File: config.mk
export PLATFORM = sky130hd
export DESIGN_NAME = ptc_timer
export DESIGN_NICKNAME = d
export VERILOG_FILES = /design/src/ptc_pkg.sv /design/src/ptc_pin_sync.sv /design/src/ptc_tick_gen.sv /design/src/ptc_timer.sv
export SDC_FILE = /design/constraint.sdc
export NUM_CORES = 1
export LEC_CHECK = 0
export BUFFER_PORTS_ARGS = -buffer_cell sky130_fd_sc_hd__buf_4
export CORE_MARGIN = 2
export CORE_UTILIZATION = 40
export CTS_BUF_LIST = sky130_fd_sc_hd__clkbuf_16
export CTS_CLUSTER_SIZE = 30
export DETAILED_ROUTE_END_ITERATION = 10
export PLACE_DENSITY = 0.63
export SLEW_MARGIN = 20
export SYNTH_ARGS = -nofsm -noshare
export SYNTH_HDL_FRONTEND = slang
export SYNTH_SLANG_ARGS = --single-unit
File: constraint.sdc
create_clock -name sys_clk -period 5.7 [get_ports sys_clk]
set_clock_uncertainty 0.15 [all_clocks]
set_input_delay 0.57 -clock sys_clk [delete_from_list [all_inputs] [get_ports sys_clk]]
set_output_delay 0.57 -clock sys_clk [all_outputs]
set_load 0.01 [all_outputs]
File: src/ptc_pkg.sv
// Register map, field layout and timing constants of the periodic timer core
package ptc_pkg;

	// ****************************************
	// Register indices on the byte port
	// ****************************************
	localparam int            ADDR_W        = 3;
	localparam int            DATA_W        = 8;
	localparam int            CNT_W         = 10;
	localparam logic [2:0]    ADDR_CTRL_A   = 3'h0;
	localparam logic [2:0]    ADDR_CTRL_B   = 3'h1;
	localparam logic [2:0]    ADDR_CNT_LO   = 3'h2;
	localparam logic [2:0]    ADDR_CNT_HI   = 3'h3;
	localparam logic [2:0]    ADDR_CMPA_LO  = 3'h4;
	localparam logic [2:0]    ADDR_CMPA_HI  = 3'h5;
	localparam logic [2:0]    ADDR_PER_LO   = 3'h6;
	localparam logic [2:0]    ADDR_PER_HI   = 3'h7;
	localparam logic [7:0]    CTRL_A_RESET  = 8'h00;
	localparam logic [7:0]    CTRL_B_RESET  = 8'h00;
	localparam logic [7:0]    CTRL_A_MASK   = 8'hF8;

	// ****************************************
	// Field positions
	// ****************************************
	localparam int            POS_PAUSE     = 7;
	localparam int            POS_CKSEL     = 4;
	localparam int            POS_RUN       = 3;
	localparam int            POS_MODE      = 6;
	localparam int            POS_PINFN     = 4;
	localparam int            POS_OC        = 3;
	localparam int            POS_POL       = 2;
	localparam int            POS_CAPSRC    = 1;
	localparam int            POS_CLRSEL    = 0;

	// ****************************************
	// Field encodings
	// ****************************************
	localparam logic [1:0]    MODE_CMP      = 2'h0;
	localparam logic [1:0]    MODE_CAP      = 2'h1;
	localparam logic [1:0]    MODE_PWM      = 2'h2;
	localparam logic [1:0]    MODE_TC       = 2'h3;
	localparam logic [1:0]    FN_0          = 2'h0;
	localparam logic [1:0]    FN_1          = 2'h1;
	localparam logic [1:0]    FN_2          = 2'h2;
	localparam logic [1:0]    FN_3          = 2'h3;

	// ****************************************
	// Clock rates and divider counts
	// ****************************************
	localparam longint        SYS_CLK_HZ    = 200000000;
	localparam longint        SUB_CLK_HZ    = 32768;
	localparam int            SUB_DIV_DEF   = int'(SYS_CLK_HZ / SUB_CLK_HZ);
	localparam int            DIV_SYS4      = 4;
	localparam int            DIV_HIGH16    = 16;
	localparam int            DIV_HIGH64    = 64;

	typedef enum logic {PULSE_IDLE, PULSE_ACTIVE} ptc_pulse_t;

endpackage

File: src/ptc_pin_sync.sv
// Three-stage synchroniser with edge pulses for one pin
`timescale 1ns/100ps
module ptc_pin_sync (
	input  wire logic sys_clk,
	input  wire logic rst_n,
	input  wire logic pinIn,
	output logic      pinLevel,
	output logic      pinRise,
	output logic      pinFall
);
	logic [2:0] syncReg;

	always_ff @(posedge sys_clk) begin
		if (!rst_n) begin
			syncReg <= 3'h0;
		end else begin
			syncReg <= {syncReg[1:0], pinIn};
		end
	end

	// A change is flagged while stages two and three differ
	assign pinLevel = syncReg[2];
	assign pinRise  = syncReg[1] & ~syncReg[2];
	assign pinFall  = ~syncReg[1] & syncReg[2];
endmodule

File: src/ptc_tick_gen.sv
// Divided counting enables derived from the system clock
`timescale 1ns/100ps
module ptc_tick_gen #(
	parameter int SUB_DIV = ptc_pkg::SUB_DIV_DEF
) (
	input  wire logic sys_clk,
	input  wire logic rst_n,
	output logic      tickSys4,
	output logic      tickHigh16,
	output logic      tickHigh64,
	output logic      tickSub
);
	import ptc_pkg::*;

	if (SUB_DIV < 2) begin : g_badSubDiv
		$error("SUB_DIV must be at least 2");
	end

	logic [5:0]  preReg;
	logic [31:0] subReg;
	wire         subWrap = (subReg == 32'(SUB_DIV - 1));

	always_ff @(posedge sys_clk) begin
		if (!rst_n) begin
			preReg <= 6'h00;
			subReg <= 32'h0;
		end else begin
			preReg <= preReg + 6'h01;
			subReg <= subWrap ? 32'h0 : subReg + 32'h1;
		end
	end

	// High clock is taken equal to the system clock
	assign tickSys4   = (preReg[1:0] == 2'(DIV_SYS4 - 1));
	assign tickHigh16 = (preReg[3:0] == 4'(DIV_HIGH16 - 1));
	assign tickHigh64 = (preReg == 6'(DIV_HIGH64 - 1));
	assign tickSub    = subWrap;
endmodule

File: src/ptc_timer.sv
// Ten-bit periodic timer core with byte register port and waveform pins
// Behaviour
// - Ten-bit counter counts up on each active tick of the selected source.
// - Comparators A and period compare the counter against stored values.
// - Counter cannot be loaded; it clears when run goes 0 to 1.
// - Counter clears on overflow or, except in capture mode, on selected compare match; match raises request.
// - Pause bit freezes the counter; clearing it resumes from held value.
// - Clock select: sys/4, sys, high/16, high/64, sub, sub, pin rise, fall.
// - Clearing run stops counting, keeps the value; setting it restarts at zero.
// - Run rising edge returns the output to its initial level in output modes.
// - Mode field: compare output, capture, PWM or single pulse, timer/counter.
// - Compare mode A match: unchanged, low, high or toggle by pin function.
// - Requested level equal to the initial level leaves the pin unchanged.
// - PWM mode pin function: inactive, active, PWM, single pulse.
// - Capture mode edge: rising, falling, both, disabled.
// - Counter pair is read only; compare A and period pairs read and write.
// - Low three bits of control register A read zero.
// - Output control bit sets initial level or active level.
// - Polarity bit inverts the true output pin except in timer/counter mode.
// - Low byte write goes to a buffer, moved on high byte write.
// - High byte read copies the low byte into a buffer for later read.
//
// Decided for this implementation: the register addresses and the plain strobed port.
`timescale 1ns/100ps
module ptc_timer #(
	parameter int SUB_DIV = ptc_pkg::SUB_DIV_DEF
) (
	input  wire logic                        sys_clk,
	input  wire logic                        rst_n,
	input  wire logic [ptc_pkg::ADDR_W-1:0]  regAddr,
	input  wire logic [ptc_pkg::DATA_W-1:0]  regWrData,
	input  wire logic                        regWrStb,
	input  wire logic                        regRdStb,
	output logic      [ptc_pkg::DATA_W-1:0]  regRdData,
	input  wire logic                        extClockPin,
	input  wire logic                        captureInputPin,
	output logic                             timerOutputPin,
	output logic                             invertedOutputPin,
	output logic                             irqCompareA,
	output logic                             irqPeriod
);
	import ptc_pkg::*;

	// ****************************************
	// Registers and field decode
	// ****************************************
	logic [7:0]       ctrlAReg;
	logic [7:0]       ctrlBReg;
	logic [CNT_W-1:0] cntReg;
	logic [CNT_W-1:0] cntNext;
	logic [CNT_W-1:0] cmpAReg;
	logic [CNT_W-1:0] perReg;
	logic [7:0]       wrBufReg;
	logic [7:0]       rdBufReg;
	logic [7:0]       rdNext;
	logic             runPrevReg;
	logic             outLevelReg;
	logic             outLevelNext;
	logic             irqAReg;
	logic             irqPReg;
	logic             timerPinReg;
	logic             invPinReg;
	logic             countTick;
	ptc_pulse_t       pulseReg;
	ptc_pulse_t       pulseNext;

	wire       pauseBit  = ctrlAReg[POS_PAUSE];
	wire [2:0] clkSel    = ctrlAReg[POS_CKSEL +: 3];
	wire       runBit    = ctrlAReg[POS_RUN];
	wire [1:0] mode      = ctrlBReg[POS_MODE +: 2];
	wire [1:0] pinFn     = ctrlBReg[POS_PINFN +: 2];
	wire       outCtrl   = ctrlBReg[POS_OC];
	wire       polBit    = ctrlBReg[POS_POL];
	wire       capSrc    = ctrlBReg[POS_CAPSRC];
	wire       clrSel    = ctrlBReg[POS_CLRSEL];

	wire       wrCtrlA   = regWrStb && (regAddr == ADDR_CTRL_A);
	wire       wrCtrlB   = regWrStb && (regAddr == ADDR_CTRL_B);
	wire       wrLowByte = regWrStb && (regAddr == ADDR_CMPA_LO || regAddr == ADDR_PER_LO);
	wire       wrCmpAHi  = regWrStb && (regAddr == ADDR_CMPA_HI);
	wire       wrPerHi   = regWrStb && (regAddr == ADDR_PER_HI);
	wire       rdCntHi   = regRdStb && (regAddr == ADDR_CNT_HI);
	wire       rdCmpAHi  = regRdStb && (regAddr == ADDR_CMPA_HI);
	wire       rdPerHi   = regRdStb && (regAddr == ADDR_PER_HI);

	// ****************************************
	// Pin synchronisers and clock enables
	// ****************************************
	logic extRise;
	logic extFall;
	logic capRise;
	logic capFall;
	logic tickSys4;
	logic tickHigh16;
	logic tickHigh64;
	logic tickSub;

	ptc_pin_sync u_extSync (
		.sys_clk  (sys_clk),
		.rst_n    (rst_n),
		.pinIn    (extClockPin),
		.pinLevel (),
		.pinRise  (extRise),
		.pinFall  (extFall)
	);

	ptc_pin_sync u_capSync (
		.sys_clk  (sys_clk),
		.rst_n    (rst_n),
		.pinIn    (captureInputPin),
		.pinLevel (),
		.pinRise  (capRise),
		.pinFall  (capFall)
	);

	ptc_tick_gen #(
		.SUB_DIV (SUB_DIV)
	) u_ticks (
		.sys_clk    (sys_clk),
		.rst_n      (rst_n),
		.tickSys4   (tickSys4),
		.tickHigh16 (tickHigh16),
		.tickHigh64 (tickHigh64),
		.tickSub    (tickSub)
	);

	wire [7:0] tickSrc = {extFall, extRise, tickSub, tickSub,
	                      tickHigh64, tickHigh16, 1'b1, tickSys4};
	assign countTick = tickSrc[clkSel];

	// ****************************************
	// Counter and comparators
	// ****************************************
	wire counting = runBit && !pauseBit;
	wire runRise  = runBit && !runPrevReg;
	wire step     = counting && countTick && !runRise;
	wire matchA   = step && (cntReg == cmpAReg);
	wire matchP   = step && (cntReg == perReg);
	wire clearHit = clrSel ? matchA : matchP;

	assign cntNext = runRise ? {CNT_W{1'b0}} :
	                 !step   ? cntReg :
	                 (clearHit && mode != MODE_CAP) ? {CNT_W{1'b0}} :
	                 cntReg + 10'h001;

	wire srcRise  = capSrc ? extRise : capRise;
	wire srcFall  = capSrc ? extFall : capFall;
	wire capEdge  = (pinFn == FN_0) ? srcRise :
	                (pinFn == FN_1) ? srcFall :
	                (pinFn == FN_2) ? (srcRise || srcFall) : 1'b0;
	wire capHit   = (mode == MODE_CAP) && runBit && capEdge;

	// ****************************************
	// Output waveform
	// ****************************************
	wire outMode  = (mode == MODE_CMP) || (mode == MODE_PWM);
	wire pwmLevel = (cntReg < cmpAReg) ? outCtrl : !outCtrl;

	// Single pulse starts on the trigger pin or run edge, ends on match A
	always_comb begin
		pulseNext = pulseReg;
		case (pulseReg)
			PULSE_IDLE: begin
				if (mode == MODE_PWM && pinFn == FN_3 && runBit && (extRise || runRise)) begin
					pulseNext = PULSE_ACTIVE;
				end
			end
			default: begin
				if (!runBit || matchA || mode != MODE_PWM) begin
					pulseNext = PULSE_IDLE;
				end
			end
		endcase
	end

	always_comb begin
		outLevelNext = outLevelReg;
		if (runRise && outMode) begin
			outLevelNext = outCtrl;
		end else if (mode == MODE_CMP && matchA) begin
			case (pinFn)
				FN_1:    outLevelNext = 1'b0;
				FN_2:    outLevelNext = 1'b1;
				FN_3:    outLevelNext = !outLevelReg;
				default: outLevelNext = outLevelReg;
			endcase
		// forced, PWM and single pulse levels
		end else if (mode == MODE_PWM) begin
			case (pinFn)
				FN_0:    outLevelNext = !outCtrl;
				FN_1:    outLevelNext = outCtrl;
				FN_2:    outLevelNext = pwmLevel;
				default: outLevelNext = (pulseNext == PULSE_ACTIVE) ? outCtrl : !outCtrl;
			endcase
		end
	end

	// polarity, held low in timer/counter mode
	wire timerPinNext = (mode == MODE_TC) ? 1'b0 : (outLevelReg ^ polBit);

	// ****************************************
	// Read data decode
	// ****************************************
	// read paths
	always_comb begin
		if (regAddr == ADDR_CTRL_A) begin
			rdNext = ctrlAReg & CTRL_A_MASK;
		end else if (regAddr == ADDR_CTRL_B) begin
			rdNext = ctrlBReg;
		end else if (regAddr == ADDR_CNT_HI) begin
			rdNext = {6'h00, cntReg[9:8]};
		end else if (regAddr == ADDR_CMPA_HI) begin
			rdNext = {6'h00, cmpAReg[9:8]};
		end else if (regAddr == ADDR_PER_HI) begin
			rdNext = {6'h00, perReg[9:8]};
		end else begin
			rdNext = rdBufReg;
		end
	end

	// ****************************************
	// Clocked state
	// ****************************************
	always_ff @(posedge sys_clk) begin
		if (!rst_n) begin
			ctrlAReg <= CTRL_A_RESET;
			ctrlBReg <= CTRL_B_RESET;
		end else begin
			if (wrCtrlA) begin
				ctrlAReg <= regWrData & CTRL_A_MASK;
			end
			if (wrCtrlB) begin
				ctrlBReg <= regWrData;
			end
		end
	end

	// low byte buffered until high byte write
	always_ff @(posedge sys_clk) begin
		if (!rst_n) begin
			wrBufReg <= 8'h00;
			cmpAReg  <= 10'h000;
			perReg   <= 10'h000;
		end else begin
			if (wrLowByte) begin
				wrBufReg <= regWrData;
			end
			if (capHit) begin
				cmpAReg <= cntReg;
			end else if (wrCmpAHi) begin
				cmpAReg <= {regWrData[1:0], wrBufReg};
			end
			if (wrPerHi) begin
				perReg <= {regWrData[1:0], wrBufReg};
			end
		end
	end

	// high byte read latches the low byte
	always_ff @(posedge sys_clk) begin
		if (!rst_n) begin
			rdBufReg  <= 8'h00;
			regRdData <= 8'h00;
		end else begin
			if (rdCntHi) begin
				rdBufReg <= cntReg[7:0];
			end else if (rdCmpAHi) begin
				rdBufReg <= cmpAReg[7:0];
			end else if (rdPerHi) begin
				rdBufReg <= perReg[7:0];
			end
			regRdData <= regRdStb ? rdNext : 8'h00;
		end
	end

	always_ff @(posedge sys_clk) begin
		if (!rst_n) begin
			cntReg      <= 10'h000;
			runPrevReg  <= 1'b0;
			outLevelReg <= 1'b0;
			pulseReg    <= PULSE_IDLE;
			irqAReg     <= 1'b0;
			irqPReg     <= 1'b0;
			timerPinReg <= 1'b0;
			invPinReg   <= 1'b1;
		end else begin
			cntReg      <= cntNext;
			runPrevReg  <= runBit;
			outLevelReg <= outLevelNext;
			pulseReg    <= pulseNext;
			irqAReg     <= (mode == MODE_CAP) ? capHit : matchA;
			irqPReg     <= matchP;
			timerPinReg <= timerPinNext;
			invPinReg   <= !timerPinNext;
		end
	end

	assign timerOutputPin    = timerPinReg;
	assign invertedOutputPin = invPinReg;
	assign irqCompareA       = irqAReg;
	assign irqPeriod         = irqPReg;
endmodule

==> flow_summary.ini, run 1 <==
[sta]
maxClockFrequency_ghz = 0.3314
holdWs_ps = 205.5
fin_crit_ps = 3017
finalCritPeriodShare = 0.5294
tns_ps = 0
max_slew.worst_pin.slew_ps = 837.2
finalMaxSlewViolations = 0
max_slew_margin = 0.4402
setup_viol = 0
rsz0062_at_grt = false
hold_viol = 0

[floorplan]
die_y_um = 121.7
die_w_um = 121.7
core-area_mm2 = 0.01372
rows = 43
dieArea_mm2 = 0.01481
start_util = 0.4039
io_pins = 29

[power_and_ir_drop]
p_int_uw = 1504
sw_frac_of_total = 0.2282
p_seq_frac = 0.436
p_total_uw = 1948
powerDensity_mw_per_mm2 = 301.7
p_comb_frac = 0.044
p_sw_uw = 444.5
peakVddDrop_uv = 185.2
p_leak_uw = 0.002545
clkPwrFrac = 0.520

[synthesis]
synth.distinct_cells = 55
async_flop_share = 0
ys.flop_type = dfxtp_1
synth_area_mm2 = 0.005542
synthCells = 657
synth_area_leaders = dfxtp_1 (43%), nor2_1 (7.0%), xor2_1 (5.8%)
yosys_warnings = 0
syn_avg_cell_area_um2 = 8.435
ys_top_cells_by_count = dfxtp_1 (118), nor2_1 (103), nand2_1 (86)
yosysMostFrequentCell = dfxtp_1
yosysSeqAreaShare = 0.4263
yosys.area.top_type = dfxtp_1
synth-edff-count = 0
syn_nets = 692
synth_top_area_frac = 0.4263
ys_ff_latch = 118

[grt]
grt_pass1_vias = 4483
grt_use_total = 0.2000
grt_max_degree = 58
overflow = 0
antenna_found_initial = 0
grt_pass1_wl_mm = 22.80

[setup_path]
path_cells = inv_1, ha_1, inv_1, a21oi_1, or4b_2, o311ai_0, nand4_1, nor2_1, a211oi_1
crit_family = simple AND/OR/NAND/NOR gates
max_stage_delay_ps = 730
cp-start-kind = register
critPathCaptureType = register
cp_max_fo = 21
crit_required_ps = 5810
path_common_cell = inv_1
critPathKind = register to register
slowest_stage = nand4_1
arrival_ps = 3120
cp.buffers_inverters = 2

[final_layout]
layout.cells.non_filler = 867
n_antenna_cell = 0
area_delta_synth_final_pct = 16.55
num-fill-cells = 1340
seqCellArea_mm2 = 0.002362
layout.nets = 710
drive_gt1_frac = 0.1033
fin_util = 0.4708
multi_input_area_mm2 = 0.002977

[status]
status = finished clean

[routing]
drt-total-wl_mm = 13.80
drt-pass1-iter-count = 5
vias = 4656
wl_per_cell_um = 15.91
post_drt_via_cell_ratio = 5.370
drt_iter0_drc = 353
route.detailed.drc = 0
antenna_left = 0

[placed_design]
gp_congestion = 0.9181
dpl.hpwl_mm = 10.01
io_buffer_count = 28
dp_cells = 836

[clocking]
clk_latency_ps = 420
cts.sinks = 118
cts_tree = done
cts_hold_buf = 0
cts_setup_buffers = 0
cts_root_buffer = clkbuf_16
h-tree-depth = 4
cts_buffer_depth = 2
cts_buffers = 17
clkSlewWorstSetupHoldPaths_ps = 60
cts_resized = 0

[worst_hold_path]
hold_class = input port to register

[flow_run]
maxCapViolCount = 0
-- power groups by stage --
stage | combinational [uW] | clock (uW) | sequential (uW)
4_1_cts | 86.0 | 1030 | 849
6_report | 85.7 | 1010 | 849
5_1_grt | 94.6 | 1070 | 851
3_3_place_gp | 83.0 | 0 | 866
2_1_floorplan | 54.7 | 0 | 863
3_5_place_dp | 85.8 | 0 | 867
-- stage by stage --
stage                     setup slack, ps  cell area [um2]
after floorplan                      3244             5542
after global placement               2808             5879
after detailed placement             2669             5894
after CTS                            2663             6459
after global routing                 2408             6459
final                                2683             6459
-- cells in the final DEF (no fill, tap or decap), drive strengths merged, types with 16 or more instances in the layout --
cell and instances:
a21oi 46, buf 30, clkbuf 17, dfxtp 118
ha 18, inv 27, mux2i 25, nand2 86
nand3 25, nor2 103, xnor2 16, xor2 37
-- registers in the layout, indices dropped and copies added (netlist names), 3 cells and up --
name	flops
u_capSync.syncReg	3
regRdData	8
u_ticks.subReg	32
ctrlAReg	5
ctrlBReg	8
u_extSync.syncReg	3
cmpAReg	10
cntReg	10
u_ticks.preReg	6
perReg	10
wrBufReg	8
rdBufReg	8
-- path summary, 6_finish.rpt --
| path | from | to | slack, ps | cells after the start |
|---|---|---|---|---|
| worst max-delay path | ctrlBReg[5] | cmpAReg[6] | 2680 | 9 |
| worst min-delay path | extClockPin | u_extSync.syncReg[0] | 210 | 2 |
| worst max register to register | ctrlBReg[5] | cmpAReg[6] | 2680 | 9 |
| worst min register to register | u_capSync.syncReg[0] | u_capSync.syncReg[1] | 290 | 1 |
-- final cells by class --
| type | instances | share of cell area |
|---|---|---|
| sequential | 118 | 0.3658 |
| multi-input combinational | 482 | 0.4609 |
| clock buffer | 17 | 0.06587 |
| clock inverter | 14 | 0.02150 |
| timing repair buffer | 30 | 0.03603 |
| inverter | 26 | 0.01511 |
| tap | 180 | 0.03487 |
-- logic make-up (layout without fill, tap and decap cells) --
group	count (synthesis)	after routing	share of synthesized area
buffers and inverters	57	87	0.03906
xor gates and xnor gates	53	53	0.08377
DFF	118	118	0.4263
muxes	28	28	0.05599
adders and majority gates	18	18	0.04064
AOI/OAI and AO/OA	93	93	0.1091
and+or+nand+nor	290	290	0.2452
-- metal layers --
layer  global-route usage  routed length, um  vias to the layer above
li1                     -                  -                     2303
met2               0.3160               6520                      109
met5                    0                  0                        -
met4              0.06897                209                        0
met3              0.05571                686                       19
met1               0.2634               6378                     2225
Note: power is estimated with default switching activity, not from simulation.
==> inputs of run 2 (changes only) <==
Settings changed: PLACE_DENSITY 0.63 to 0.65.
Clock period 5.7 ns to 2.7 ns, I/O delays scaled along.
==> run 2 against run 1 <==
Against the previous run:
- critical path depth is 1 higher
- sequential power rose by 110%
- die area is the same
- highest routed layer unchanged
==> flow_summary.ini, run 2 (same netlist as run 1, synthesis figures left out) <==
[final_layout]
layout.nets = 748
n_antenna_cell = 0
regMostFlops = u_ticks.subReg
layout.cells.non_filler = 903
final_cell_mix = dfxtp_1 (118), nor2_1 (103), nand2_1 (86), buf_4 (57), a21oi_1 (45)
drive_gt1_frac = 0.1383
area_delta_synth_final_pct = 23.03
mostFrequentLayoutCell = dfxtp_1
largest_reg_flops = 32

[routing]
drt-total-wl_mm = 14.13
wl_per_cell_um = 15.65
route.detailed.drc = 0
drt-pass1-iter-count = 5
vias = 4846
post_drt_via_cell_ratio = 5.367
antenna_left = 0
drt_iter0_drc = 381

[status]
status = finished clean

[placed_design]
dp_cells = 862
io_buffer_count = 28
gp_congestion = 0.9935
dpl.hpwl_mm = 10.10

[power_and_ir_drop]
p_leak_uw = 0.002761
peakVddDrop_uv = 486.1
p_seq_frac = 0.420
p_sw_uw = 903.5
powerDensity_mw_per_mm2 = 625.9
p_comb_frac = 0.048
sw_frac_of_total = 0.2117
p_int_uw = 3364
clkPwrFrac = 0.532

[floorplan]
start_util = 0.4039
core-area_mm2 = 0.01372
die_y_um = 121.7
rows = 43
die_w_um = 121.7
io_pins = 29
dieArea_mm2 = 0.01481

[clocking]
cts.sinks = 118
cts_buffer_depth = 2
clkSlewWorstSetupHoldPaths_ps = 50
cts_root_buffer = clkbuf_16
cts_buffers = 17
clk_latency_ps = 420
cts_tree = done
h-tree-depth = 4

[setup_path]
crit_family = compound AO/OA/AOI/OAI gates
cp_max_fo = 3
cp.buffers_inverters = 1
path_cells = inv_1, ha_1, nand4_1, o21bai_1, a31o_2, a311o_1, o311a_1, mux2_4, a211oi_2, o32ai_1
path_depth = 10
critPathKind = register to register
crit_required_ps = 2820
max_stage_delay_ps = 350
cp-start-kind = register
critPathCaptureType = register
slowest_stage = dfxtp_1
reg2reg_depth = 10
arrival_ps = 2750

[sta]
setup_viol = 0
max_slew.worst_pin.slew_ps = 767.8
fin_crit_ps = 2629
holdWs_ps = 31.23
finalCritPeriodShare = 0.9736
max_slew_margin = 0.4876
finalMaxSlewViolations = 0
maxClockFrequency_ghz = 0.3804
hold_viol = 0

[flow_run]
maxCapViolCount = 0

[grt]
grt_use_total = 0.1973
grt_pass1_wl_mm = 22.42
grt_max_degree = 39
overflow = 0
antenna_found_initial = 0
grt_pass1_vias = 4535

[worst_hold_path]
hold_depth = 2
hold_class = input port to register
==> run 2: cell types whose count changed in the layout (fill, tap and decap cells not counted), moves of 2 or more <==
cell           delta
clkinvlp_4        -3
dlygate4sd3_1    +10
buf_4            +28
clkinv_4          -2
bufinv_16         +2
==> run 2: worst reg2reg max path, stage by stage, from the launching register on <==
cell,delay [ps]
dfxtp_1,350
inv_1,50
ha_1,300
nand4_1,140
o21bai_1,190
a31o_2,260
a311o_1,350
o311a_1,140
mux2_4,270
a211oi_2,190
o32ai_1,90
==> run 2: path summary, 6_finish.rpt <==
| kind | endpoint | slack (ps) | start |
|---|---|---|---|
| worst min register to register | u_capSync.syncReg[1] | 280 | u_capSync.syncReg[0] |
| worst max-delay path | outLevelReg | 70 | cmpAReg[4] |
| worst max register to register | outLevelReg | 70 | cmpAReg[4] |
| worst min-delay path | invertedOutputPin | 30 | rst_n |
==> run 2: final cells by class <==
class / instances / area (um2)
clock inverters: 12 / 163.9
clock buffers: 17 / 425.4
flip-flops and latches: 118 / 2362
inverters: 26 / 97.59
repair buffers: 68 / 548.0
multi-input cells: 482 / 2995
fillers: 1277 / 6902
well taps: 180 / 225.2
==> run 2: timing repair <==
action	4_1_cts	5_1_grt
endpoints found under the setup margin	0	12
gates resized for setup	0	4
endpoints found under the hold margin	24	0
hold buffers	10	0
buffers inserted	0	2
==> run 2: metal layers <==
| metal | track usage | wire length [um] | up-vias | share of wire |
|---|---|---|---|---|
| met5 | 0 | 0 | - | 0 |
| met4 | 0.07687 | 359 | 0 | 0.025 |
| met2 | 0.3251 | 6678 | 143 | 0.47 |
| li1 | - | - | 2361 | - |
| met3 | 0.05618 | 859 | 36 | 0.061 |
| met1 | 0.2445 | 6237 | 2306 | 0.44 |
==> run 2: metrics by stage <==
stage               total power (uW)  setup WS (ps)    util  TNS [ps]  instance area [um2]
detailed placement              2017          37.34  0.4442         0                 6095
finish                          4267          71.31  0.4969         0                 6818
global placement                2012          88.32  0.4442         0                 6095
CTS                             4298          23.87  0.4945         0                 6784
floorplan                       1936          243.8       -         0                 5542
global route                    4400         -20.62  0.4969    -20.62                 6818
==> run 2: power groups by stage <==
| stage | Combinational, uW | Clock [uW] | Sequential [uW] |
|---|---|---|---|
| 6_report | 204 | 2270 | 1790 |
| 5_1_grt | 222 | 2390 | 1790 |
| 4_1_cts | 203 | 2310 | 1790 |
| 3_5_place_dp | 190 | 0 | 1830 |
| 3_3_place_gp | 186 | 0 | 1830 |
| 2_1_floorplan | 115 | 0 | 1820 |
==> inputs of run 3 (changes only) <==
Settings changed: RECOVER_POWER set to 25.
==> run 3 against run 2 <==
Against the previous run:
- the flow now finishes with violations (max-capacitance violations, max-slew violations)
- sequential cell count stayed put
- highest routed layer unchanged
- worst setup slack worse by 16 ps
- largest cell class unchanged
- core utilization is 0.45 points lower
- critical path type unchanged
- combinational power is 3% lower
==> flow_summary.ini, run 3 (same netlist as run 1, synthesis figures left out) <==
[worst_hold_path]
hold_class = input port to register
holdCritStartpoint = rst_n
hold_depth = 2
whs_endpoint = invertedOutputPin

[floorplan]
die_y_um = 121.7
core-area_mm2 = 0.01372
rows = 43
die_w_um = 121.7
start_util = 0.4039
dieArea_mm2 = 0.01481
io_pins = 29

[routing]
drt-pass1-iter-count = 5
antenna_left = 0
drt_iter0_drc = 376
route.detailed.drc = 0
drt-total-wl_mm = 14.06
wl_per_cell_um = 15.57
vias = 4843
post_drt_via_cell_ratio = 5.363

[grt]
grt_use_total = 0.1973
antenna_found_initial = 0
grt_pass1_vias = 4535
overflow = 0
grt_pass1_wl_mm = 22.42
grt_max_degree = 39

[placed_design]
gp_congestion = 0.9935
place_ws_ps = 37.34
dpl.hpwl_mm = 10.10
io_buffer_count = 28

[setup_path]
critPathCaptureType = register
critPathKind = register to register
reg2reg_to = outLevelReg
crit_required_ps = 2820
slowest_stage = dfxtp_1
arrival_ps = 2770
cp-start-kind = register
cp_max_fo = 3
reg2reg_from = cmpAReg[4]
max_stage_delay_ps = 350
path_cells = inv_1, ha_1, nand4_1, o21bai_1, a31o_2, a311o_1, o311a_1, mux2_4, a211oi_2, o32ai_1
r2r_setup_slack_ps = 60
reg2reg_depth = 10

[sta]
finalCritPeriodShare = 0.9794
setup_viol = 0
fin_crit_ps = 2644
max_slew_margin = -0.1257
finalMaxSlewViolations = 39
hold_viol = 0
max_slew.worst_pin.slew_ps = 1689
maxClockFrequency_ghz = 0.3782
fin_ws_ps = 55.61

[final_layout]
num-fill-cells = 1294
largest_reg_flops = 32
mostFrequentLayoutCell = dfxtp_1
regMostFlops = u_ticks.subReg
n_antenna_cell = 0
final_cell_mix = dfxtp_1 (118), nor2_1 (103), nand2_1 (86), a21oi_1 (45), buf_4 (43)
area_delta_synth_final_pct = 21.92
drive_gt1_frac = 0.1189
layout.nets = 748

[status]
violations = max-capacitance violations, max-slew violations
status = finished with violations

[clocking]
cts_buffers = 17
cts_root_buffer = clkbuf_16
cts.sinks = 118
cts_buffer_depth = 2
h-tree-depth = 4
clk_latency_ps = 420
cts_tree = done
clkSlewWorstSetupHoldPaths_ps = 50

[flow_run]
maxCapViolCount = 1

[power_and_ir_drop]
powerDensity_mw_per_mm2 = 631.0
peakVddDrop_uv = 486.2
p_leak_uw = 0.002698
p_total_uw = 4263
run 3: cell types whose count changed in the layout (fill, tap and decap cells not counted), sizes merged:
cell and delta:
buf -15, clkbuf +15
run 3: worst max-delay path, delay by kind of cell, from the launching register on:
kind / cells / cell delay [ps]
AOI/OAI and AO/OA: 6 / 1230
adders and majority gates: 1 / 300
buffers and inverters: 1 / 50
DFF: 1 / 350
muxes: 1 / 270
and+or+nand+nor: 1 / 140
run 3: through the flow:
step / utilization / hold slack, ps / instances / instance area, um2 / TNS [ps]
after floorplan: - / 247.3 / 657 / 5542 / 0
after global placement: 0.4442 / 263.7 / 862 / 6095 / 0
after detailed placement: 0.4442 / 267.7 / 862 / 6095 / 0
after CTS: 0.4945 / 21.91 / 901 / 6784 / 0
after global routing: 0.4925 / 30.09 / 903 / 6756 / -18.11
final: 0.4925 / 30.07 / 903 / 6756 / 0
run 3: how the worst max path moves through the flow:
stage	from	to	depth (start not counted)
after floorplan	u_ticks.subReg[0]	outLevelReg	10
after global placement	cmpAReg[5]	outLevelReg	10
after detailed placement	cmpAReg[5]	outLevelReg	10
after CTS	u_ticks.subReg[18]	cntReg[9]	8
after global routing	cmpAReg[3]	outLevelReg	10
final	cmpAReg[4]	outLevelReg	10
run 3: cell type report:
| class | instances | area (um2) | share of cell area |
|---|---|---|---|
| clock buffer | 17 | 425.4 | 0.06296 |
| clock inverter | 12 | 163.9 | 0.02426 |
| inverter | 26 | 97.59 | 0.01444 |
| multi-input combinational | 482 | 2995 | 0.4433 |
| sequential | 118 | 2362 | 0.3496 |
| tap | 180 | 225.2 | 0.03333 |
| timing repair buffer | 68 | 486.7 | 0.07204 |
run 3: metal layers:
metal / GRT usage / vias up / routed length [um] / part of all wire
met2: 0.3251 / 149 / 6606 / 0.47
li1: - / 2362 / - / -
met5: 0 / - / 0 / 0
met3: 0.05618 / 40 / 827 / 0.059
met4: 0.07687 / 0 / 388 / 0.028
met1: 0.2445 / 2292 / 6239 / 0.44
run 3: timing repair:
| action | 4_1_cts | 5_1_grt |
|---|---|---|
| endpoints found under the hold margin | 24 | 0 |
| resized for setup | 0 | 4 |
| buffers inserted | 0 | 2 |
| hold buffers | 10 | 0 |
| setup endpoints to repair | 0 | 12 |
run 3: report_power, final:
group | leakage (uW) | internal, uW | total, uW | switching [uW]
clock network | 0.000293 | 1510 | 2270 | 763
registers | 0.000954 | 1770 | 1790 | 22.5
logic | 0.00145 | 79.2 | 198 | 119
